**src/shared/i2t_pkg.sv**
```systemverilog
// Shared constants and types of the two-wire target register port.
// Assumes a 10 MHz core clock; the link clock is sampled, not used as a clock.
package i2t_pkg;

   ////////////////////////////////////////////////////////////////////////////
   // Bus address and pointer
   localparam logic [6:0] DEV_ADDR = 7'h52; // 1010010b: A4h write, A5h read
   localparam logic [7:0] PTR_RST = 8'h00;
   localparam logic [2:0] BIT_LAST = 3'h7;

   ////////////////////////////////////////////////////////////////////////////
   // Timing
   localparam int unsigned CLK_KHZ = 10000;
   localparam int unsigned TMO_MS = 950;
   localparam int unsigned TMO_CYC = TMO_MS * CLK_KHZ;
   localparam int TMO_W = 24;

   ////////////////////////////////////////////////////////////////////////////
   // Write buffer: pointer in the high byte, data in the low byte
   localparam int BUF_W = 16;
   localparam logic [1:0] BUF_D = 2'h2;

   ////////////////////////////////////////////////////////////////////////////
   // Protocol states
   typedef enum logic [2:0] {
      ST_IDLE = 3'b000,
      ST_ADDR = 3'b001,
      ST_PTR = 3'b010,
      ST_WDATA = 3'b011,
      ST_RDATA = 3'b100,
      ST_RACK = 3'b101,
      ST_ACK = 3'b110
   } i2t_st_t;

endpackage : i2t_pkg

```
**src/core/i2t_port.sv**
```systemverilog
// Two-wire bus target port giving byte access to a register space.
// Assumes scl and sda come from pins; backup state and register space
// share clk_i. SDA is open drain: only the enable toggles.
`timescale 1ns/1ns

////////////////////////////////////////////////////////////////////////////////
// How it works
// - answer only address 1010010b
// - address MSB first, eighth bit selects read
// - read/write bit fixes direction until end
// - foreign address: no acknowledge, ignore transfer
// - stop or new start ends a write
// - first written byte loads pointer
// - pointer advances after each data byte taken into the write buffer
// - acknowledge address, pointer and data bytes, data only while the write buffer has room
// - addressed read starts at loaded pointer
// - plain read sends last register plus one
// - pointer advances as each byte is fetched for sending
// - on missing acknowledge release the data line
// - backup supply: released and held in reset
// - 950 ms transaction timeout returns to idle
// - after timeout reads give all ones
// - pointer survives stop and timeout
module i2t_port
   import i2t_pkg::*;
#(
   parameter logic [TMO_W-1:0] TMO_LIMIT = TMO_W'(TMO_CYC)
) (
   input wire logic clk_i,
   input wire logic rst_i,
   input wire logic scl_i,
   input wire logic sda_i,
   output logic sda_o,
   output logic sda_oe_n_o,
   input wire logic backup_supply_state_i,
   output logic wr_valid_o,
   input wire logic wr_ready_i,
   output logic [7:0] wr_ptr_o,
   output logic [7:0] wr_data_o,
   output logic rd_stb_o,
   output logic [7:0] rd_ptr_o,
   input wire logic [7:0] rd_data_i
);

   ////////////////////////////////////////////////////////////////////////////
   // Declarations
   logic scl_s1_r, scl_s2_r, scl_s3_r, sda_s1_r, sda_s2_r, sda_s3_r;
   logic rise, fall, start_s, stop_s, tmo_hit;
   i2t_st_t st_r, st_nxt, nx_r, nx_nxt;
   logic [2:0] cnt_r, cnt_nxt;
   logic [6:0] sh_r, sh_nxt;
   logic [7:0] tx_r, tx_nxt, ptr_r, ptr_nxt, rxb;
   logic drv_r, drv_nxt, ack_r, ack_nxt, ph_r, ph_nxt, dir_r, dir_nxt;
   logic [TMO_W-1:0] tmo_r, tmo_nxt;
   logic push, buf_rdy;
   logic [BUF_W-1:0] buf_out;

   function automatic logic [7:0] inc8(input logic [7:0] v);
      return v + 8'h01;
   endfunction : inc8

   ////////////////////////////////////////////////////////////////////////////
   // Bus line synchronisers and edge and condition detection
   always_ff @(posedge clk_i or posedge rst_i) begin
      if (rst_i) begin
         scl_s1_r <= 1'b1;
         scl_s2_r <= 1'b1;
         scl_s3_r <= 1'b1;
         sda_s1_r <= 1'b1;
         sda_s2_r <= 1'b1;
         sda_s3_r <= 1'b1;
      end else begin
         scl_s1_r <= scl_i;
         scl_s2_r <= scl_s1_r;
         scl_s3_r <= scl_s2_r;
         sda_s1_r <= sda_i;
         sda_s2_r <= sda_s1_r;
         sda_s3_r <= sda_s2_r;
      end
   end

   // Conditions: data moves while clock is high
   assign rise = scl_s2_r && !scl_s3_r;
   assign fall = !scl_s2_r && scl_s3_r;
   assign start_s = scl_s2_r && scl_s3_r && sda_s3_r && !sda_s2_r;
   assign stop_s = scl_s2_r && scl_s3_r && !sda_s3_r && sda_s2_r;
   assign rxb = {sh_r, sda_s2_r};
   assign tmo_hit = (tmo_r == TMO_LIMIT - 1'b1);

   ////////////////////////////////////////////////////////////////////////////
   // Protocol engine: next values
   always_comb begin
      st_nxt = st_r;
      nx_nxt = nx_r;
      cnt_nxt = cnt_r;
      sh_nxt = sh_r;
      tx_nxt = tx_r;
      ptr_nxt = ptr_r;
      drv_nxt = drv_r;
      ack_nxt = ack_r;
      ph_nxt = ph_r;
      dir_nxt = dir_r;
      push = 1'b0;
      rd_stb_o = 1'b0;
      tmo_nxt = (st_r == ST_IDLE) ? '0 : tmo_r + 1'b1;
      if (rise) begin
         unique case (st_r)
            ST_ADDR, ST_PTR, ST_WDATA: begin
               sh_nxt = rxb[6:0];
               cnt_nxt = cnt_r + 3'h1;
               if (cnt_r == BIT_LAST) begin
                  st_nxt = ST_ACK;
                  ph_nxt = 1'b0;
                  ack_nxt = 1'b1;
                  nx_nxt = ST_WDATA;
                  if (st_r == ST_ADDR) begin
                     if (rxb[7:1] != DEV_ADDR) begin
                        st_nxt = ST_IDLE;
                     end else if (rxb[0]) begin
                        // Prefetch the first byte at the current pointer
                        dir_nxt = 1'b1;
                        rd_stb_o = 1'b1;
                        tx_nxt = rd_data_i;
                        ptr_nxt = inc8(ptr_r);
                        nx_nxt = ST_RDATA;
                     end else begin
                        dir_nxt = 1'b0;
                        nx_nxt = ST_PTR;
                     end
                  end else if (st_r == ST_PTR) begin
                     ptr_nxt = rxb;
                  end else if (buf_rdy) begin
                     push = 1'b1;
                     ptr_nxt = inc8(ptr_r);
                  end else begin
                     ack_nxt = 1'b0; // Full buffer refuses the byte
                  end
               end
            end
            ST_RDATA: begin
               cnt_nxt = cnt_r + 3'h1;
               if (cnt_r == BIT_LAST) begin
                  st_nxt = ST_RACK;
               end
            end
            ST_RACK: begin
               if (sda_s2_r) begin
                  st_nxt = ST_IDLE;
               end else begin
                  rd_stb_o = 1'b1;
                  tx_nxt = rd_data_i;
                  ptr_nxt = inc8(ptr_r);
                  cnt_nxt = 3'h0;
                  st_nxt = ST_RDATA;
               end
            end
            default: begin
            end
         endcase
      end else if (fall) begin
         unique case (st_r)
            ST_ACK: begin
               if (!ph_r) begin
                  drv_nxt = ack_r;
                  ph_nxt = 1'b1;
               end else begin
                  ph_nxt = 1'b0;
                  st_nxt = nx_r;
                  cnt_nxt = 3'h0;
                  drv_nxt = (nx_r == ST_RDATA) ? !tx_r[7] : 1'b0;
                  if (nx_r == ST_RDATA) begin
                     tx_nxt = {tx_r[6:0], 1'b1};
                  end
               end
            end
            ST_RDATA: begin
               drv_nxt = !tx_r[7];
               tx_nxt = {tx_r[6:0], 1'b1};
            end
            ST_RACK: begin
               drv_nxt = 1'b0;
            end
            default: begin
            end
         endcase
      end
      // Released line reads as FFh and writes go unacknowledged
      if (stop_s || (tmo_hit && st_r != ST_IDLE)) begin
         st_nxt = ST_IDLE;
         drv_nxt = 1'b0;
      end
      if (start_s) begin
         st_nxt = ST_ADDR;
         cnt_nxt = 3'h0;
         drv_nxt = 1'b0;
         tmo_nxt = '0;
      end
      if (backup_supply_state_i) begin
         st_nxt = ST_IDLE;
         drv_nxt = 1'b0;
         ptr_nxt = PTR_RST;
         tmo_nxt = '0;
         push = 1'b0;
         rd_stb_o = 1'b0;
      end
   end

   // Protocol engine: registers
   always_ff @(posedge clk_i or posedge rst_i) begin
      if (rst_i) begin
         st_r <= ST_IDLE;
         nx_r <= ST_IDLE;
         cnt_r <= 3'h0;
         sh_r <= 7'h00;
         tx_r <= 8'hFF;
         ptr_r <= PTR_RST;
         drv_r <= 1'b0;
         ack_r <= 1'b0;
         ph_r <= 1'b0;
         dir_r <= 1'b0;
         tmo_r <= '0;
      end else begin
         st_r <= st_nxt;
         nx_r <= nx_nxt;
         cnt_r <= cnt_nxt;
         sh_r <= sh_nxt;
         tx_r <= tx_nxt;
         ptr_r <= ptr_nxt;
         drv_r <= drv_nxt;
         ack_r <= ack_nxt;
         ph_r <= ph_nxt;
         dir_r <= dir_nxt;
         tmo_r <= tmo_nxt;
      end
   end

   ////////////////////////////////////////////////////////////////////////////
   // Pin and register-space outputs
   assign sda_o = 1'b0;
   assign sda_oe_n_o = !drv_r || backup_supply_state_i;
   assign rd_ptr_o = ptr_r;
   assign wr_ptr_o = buf_out[15:8];
   assign wr_data_o = buf_out[7:0];

   // Write words wait here while the register space stalls
   i2t_buf u_buf (
      .clk_i(clk_i),
      .rst_i(rst_i),
      .in_valid_i(push),
      .in_ready_o(buf_rdy),
      .in_data_i({ptr_r, rxb}),
      .out_valid_o(wr_valid_o),
      .out_ready_i(wr_ready_i),
      .out_data_o(buf_out)
   );
endmodule : i2t_port

```
**src/core/i2t_buf.sv**
```systemverilog
// Two-entry buffer between the bus side and the register space.
// Assumes both sides run on clk_i; a stalled drain makes it fill.
`timescale 1ns/1ns
module i2t_buf
   import i2t_pkg::*;
(
   input wire logic clk_i,
   input wire logic rst_i,
   input wire logic in_valid_i,
   output logic in_ready_o,
   input wire logic [BUF_W-1:0] in_data_i,
   output logic out_valid_o,
   input wire logic out_ready_i,
   output logic [BUF_W-1:0] out_data_o
);

   logic [BUF_W-1:0] mem_r [2];
   logic [BUF_W-1:0] mem_nxt [2];
   logic wp_r, wp_nxt, rp_r, rp_nxt;
   logic [1:0] cnt_r, cnt_nxt;
   logic push, pop;

   ////////////////////////////////////////////////////////////////////////////
   // Handshakes and next state
   assign in_ready_o = (cnt_r != BUF_D);
   assign out_valid_o = (cnt_r != 2'h0);
   assign out_data_o = mem_r[rp_r];
   assign push = in_valid_i && in_ready_o;
   assign pop = out_valid_o && out_ready_i;

   always_comb begin
      mem_nxt = mem_r;
      wp_nxt = wp_r;
      rp_nxt = rp_r;
      cnt_nxt = cnt_r;
      if (push) begin
         mem_nxt[wp_r] = in_data_i;
         wp_nxt = ~wp_r;
      end
      if (pop) begin
         rp_nxt = ~rp_r;
      end
      if (push && !pop) begin
         cnt_nxt = cnt_r + 2'h1;
      end else if (pop && !push) begin
         cnt_nxt = cnt_r - 2'h1;
      end
   end

   // Storage and pointers
   always_ff @(posedge clk_i or posedge rst_i) begin
      if (rst_i) begin
         mem_r <= '{default: '0};
         wp_r <= 1'b0;
         rp_r <= 1'b0;
         cnt_r <= 2'h0;
      end else begin
         mem_r <= mem_nxt;
         wp_r <= wp_nxt;
         rp_r <= rp_nxt;
         cnt_r <= cnt_nxt;
      end
   end
endmodule : i2t_buf

```
**config.mk**
```make
export PLATFORM = sky130hd
export DESIGN_NAME = i2t_port
export DESIGN_NICKNAME = d
export VERILOG_FILES = /design/src/shared/i2t_pkg.sv /design/src/core/i2t_port.sv /design/src/core/i2t_buf.sv
export SDC_FILE = /design/constraint.sdc
export NUM_CORES = 1
export LEC_CHECK = 0
export BUFFER_PORTS_ARGS = -buffer_cell sky130_fd_sc_hd__buf_2
export CORE_MARGIN = 3
export CORE_UTILIZATION = 56
export CTS_BUF_LIST = sky130_fd_sc_hd__clkbuf_8
export DETAILED_ROUTE_END_ITERATION = 12
export PLACE_DENSITY = 0.78
export SETUP_SLACK_MARGIN = 0.02
export SKIP_CTS_REPAIR_TIMING = 1
export SYNTH_ARGS = -nofsm -noshare
export SYNTH_HDL_FRONTEND = slang
export SYNTH_SLANG_ARGS = --single-unit
```
**constraint.sdc**
```tcl
create_clock -name clk_i -period 2.8 [get_ports clk_i]
set_input_delay 0.42 -clock clk_i [delete_from_list [all_inputs] [get_ports clk_i]]
set_output_delay 0.42 -clock clk_i [all_outputs]
set_load 0.02 [all_outputs]
```
==> flow_metrics.tcl <==
set metrics [dict create \
    cp_max_fo 13 \
    fin_crit_sh 0.9180 \
    slew_headroom 0.5012 \
    ys.flop_type "dfrtp_1" \
    die_w_um 101.2 \
    cts-htree-levels 3 \
    synth-seq-area-share 0.5011 \
    drt_first_iter_violations 242 \
    wl_per_cell_um 16.27 \
    overflow 0 \
    nets 518 \
    stdcell_count 609 \
    setup_viol 0 \
    postSynthCellCount 461 \
    vdd_ir_drop_max_mv 0.2822 \
    power_density_nw_per_um2 468.0 \
    vias 3561 \
    grt_first_pass_wirelength_mm 16.94 \
    p_seq_frac 0.592 \
    ios 42 \
    cts_sinks 101 \
    grt_pass1_vias 3503 \
    initial_core_util 0.5795 \
    ys_types 64 \
    clock_latency_ns 0.37 \
    core_um2 8763 \
    cap_violations 0 \
    synth-edff-count 0 \
    clkTransAtPathRegs_ns 0.10 \
    dp_cells 593 \
    avgSynthCellArea_um2 11.02 \
    holdCritPathClass "input port to flop" \
    synth_area_leaders "dfrtp_1 (43%), mux2_2 (9.3%), dfstp_2 (7.2%)" \
    area_growth_pct 9.411 \
    rsz0062_at_grt "false" \
    grt.total_usage 0.2072 \
    min_period_ns 2.570 \
    cp-end-kind "primary output" \
    cts_buffer_depth 2 \
    arrival_ns 2.15 \
    dp_hpwl_mm 6.796 \
    hold_violations 0 \
    port_buffers 40 \
    gp_congestion 0.9207 \
    yosys_warnings 0 \
    antenna_found_initial 0 \
    finalSetupTns_ns 0 \
    ys_async_sr_fraction 1.000 \
    yosysTopAreaCellShare 0.4287 \
    antenna_cells 0 \
    drt_wl_total_mm 9.907 \
    yosysTopAreaCell "dfrtp_1" \
    syn_area_um2 5079 \
    critPathKind "flop to primary output" \
    p_leak_nw 2.563 \
    root_buffer "clkbuf_8" \
    netSwitchingFraction 0.2548 \
    die_area_um2 10250 \
    drv_slew 0 \
    synth-seq-cells 101 \
    fin_skew_ns 0.01558 \
    critPathLaunchType "flop" \
    status "finished clean" \
    grt_start_max_net_pins 102 \
    p_comb_frac 0.061 \
    layout-drive-gt1-share 0.2595 \
    fmax_mhz 389.1 \
    dr.pass1.iters 6 \
    cp.required_ns 2.38 \
    cts_tree "done" \
    yosys-top-cells-count "dfrtp_1 (87), nor2_1 (51), mux2_2 (42), nand2_1 (23), a21oi_1 (21)" \
    clkPwrFrac 0.347 \
    drc 0 \
    dieHeight_um 101.2 \
    yosysMostFrequentCell "dfrtp_1" \
    worst_slew_pin_slew_ns 0.7481 \
    synth_nets 483 \
    antenna_left 0 \
    cts-buffers-inserted 9 \
    rows 34 \
    p_int_mw 1.938 \
    vias_per_cell 5.847 \
    p_switching_mw 0.6627 \
    power_mw 2.600 \
]
==> kinds of logic after synthesis <==
kind of cell    Yosys count  synth area share
simple gates            153            0.1628
flops                   101            0.5011
compound gates           68           0.08821
mux                      66            0.1439
buf+inv                  35           0.03350
xor+xnor                 29           0.05001
fa+ha+maj                 8           0.01971
other cells               1         0.0007384
==> routing by layer <==
layer,up-vias,GRT usage,part of all wire
met5,-,0,0
met4,0,0.07260,0.019
met3,20,0.03788,0.046
met2,90,0.3234,0.47
met1,1740,0.2929,0.46
li1,1711,-,-
==> path summary, 6_finish.rpt <==
kind	from	end	slack [ns]	cells past startpoint
worst max-delay path	scl_s2_r	rd_stb_o	0.23	5
max in group asynchronous	rst_i	scl_s3_r	2.20	3
worst min register to register	sda_s1_r	sda_s2_r	0.36	0
min in group asynchronous	rst_i	rd_ptr_o[4]	0.18	3
worst min-delay path	sda_i	sda_s1_r	0.14	1
worst max register to register	scl_s2_r	u_buf.mem_r[16]	0.39	7
==> registers in the layout (all words and copies together), names as in the netlist, 3 cells and up <==
register	cells
cnt_r	3
nx_r	3
rd_ptr_o	8
sh_r	7
st_r	3
tmo_r	24
tx_r	8
u_buf.mem_r	32
==> critical path: stages (launching register included) <==
cell and delay [ns]:
dfstp_2 0.57, ha_1 0.21, buf_4 0.20, inv_1 0.15, nor4_1 0.41, buf_2 0.24
==> per-stage QoR <==
step | util | area (um2) | worst slack [ns] | hold WS [ns]
after global routing | 0.6341 | 5557 | 0.1045 | 0.1229
after global placement | 0.6119 | 5363 | 0.4773 | 0.3472
after floorplan | - | 5082 | 0.6058 | 0.3452
final | 0.6341 | 5557 | 0.2297 | 0.1398
after detailed placement | 0.6119 | 5363 | 0.3974 | 0.3473
after CTS | 0.6341 | 5557 | 0.2616 | 0.1268
==> cells in the final DEF (no fill, tap or decap), types with 3 or more instances in the layout <==
cell type   synthesis  layout
nor2_1             51      51
a22o_1              3       3
o31ai_1             4       4
dfstp_2            14      14
nand4_1             8       8
nor2b_1             5       5
and4_1              4       4
and3_1              7       7
nand3_1            13      13
a31oi_1             5       5
nor3_1              6       6
buf_4               5       6
buf_2               3      40
mux2_1             14      14
xnor2_1            14      14
xor2_1             15      15
inv_1              12      11
nor3b_1             4       3
a21oi_1            21      21
dfrtp_1            87      87
mux2i_1            10      10
nand2b_1            8       8
mux2_2             42      42
ha_1                8       8
clkinvlp_4          0       4
nand2_1            23      23
o21ai_0            18      18
clkbuf_8            0      11
==> final cells by class <==
cell class / instances / area (um2)
clock inverter: 5 / 42.54
tap: 108 / 135.1
inverter: 12 / 48.80
multi-input combinational: 325 / 2369
clock buffer: 11 / 151.4
timing repair buffer: 47 / 265.3
fill: 732 / 3207
sequential: 101 / 2545
==> power groups by stage <==
stage / Clock [mW] / Combinational (mW) / Sequential (mW)
6_report: 0.903 / 0.159 / 1.54
5_1_grt: 0.979 / 0.180 / 1.54
4_1_cts: 0.930 / 0.161 / 1.54
3_5_place_dp: 0 / 0.161 / 1.57
3_3_place_gp: 0 / 0.156 / 1.56
2_1_floorplan: 0 / 0.125 / 1.55
Power figures use the tool's default switching activity.
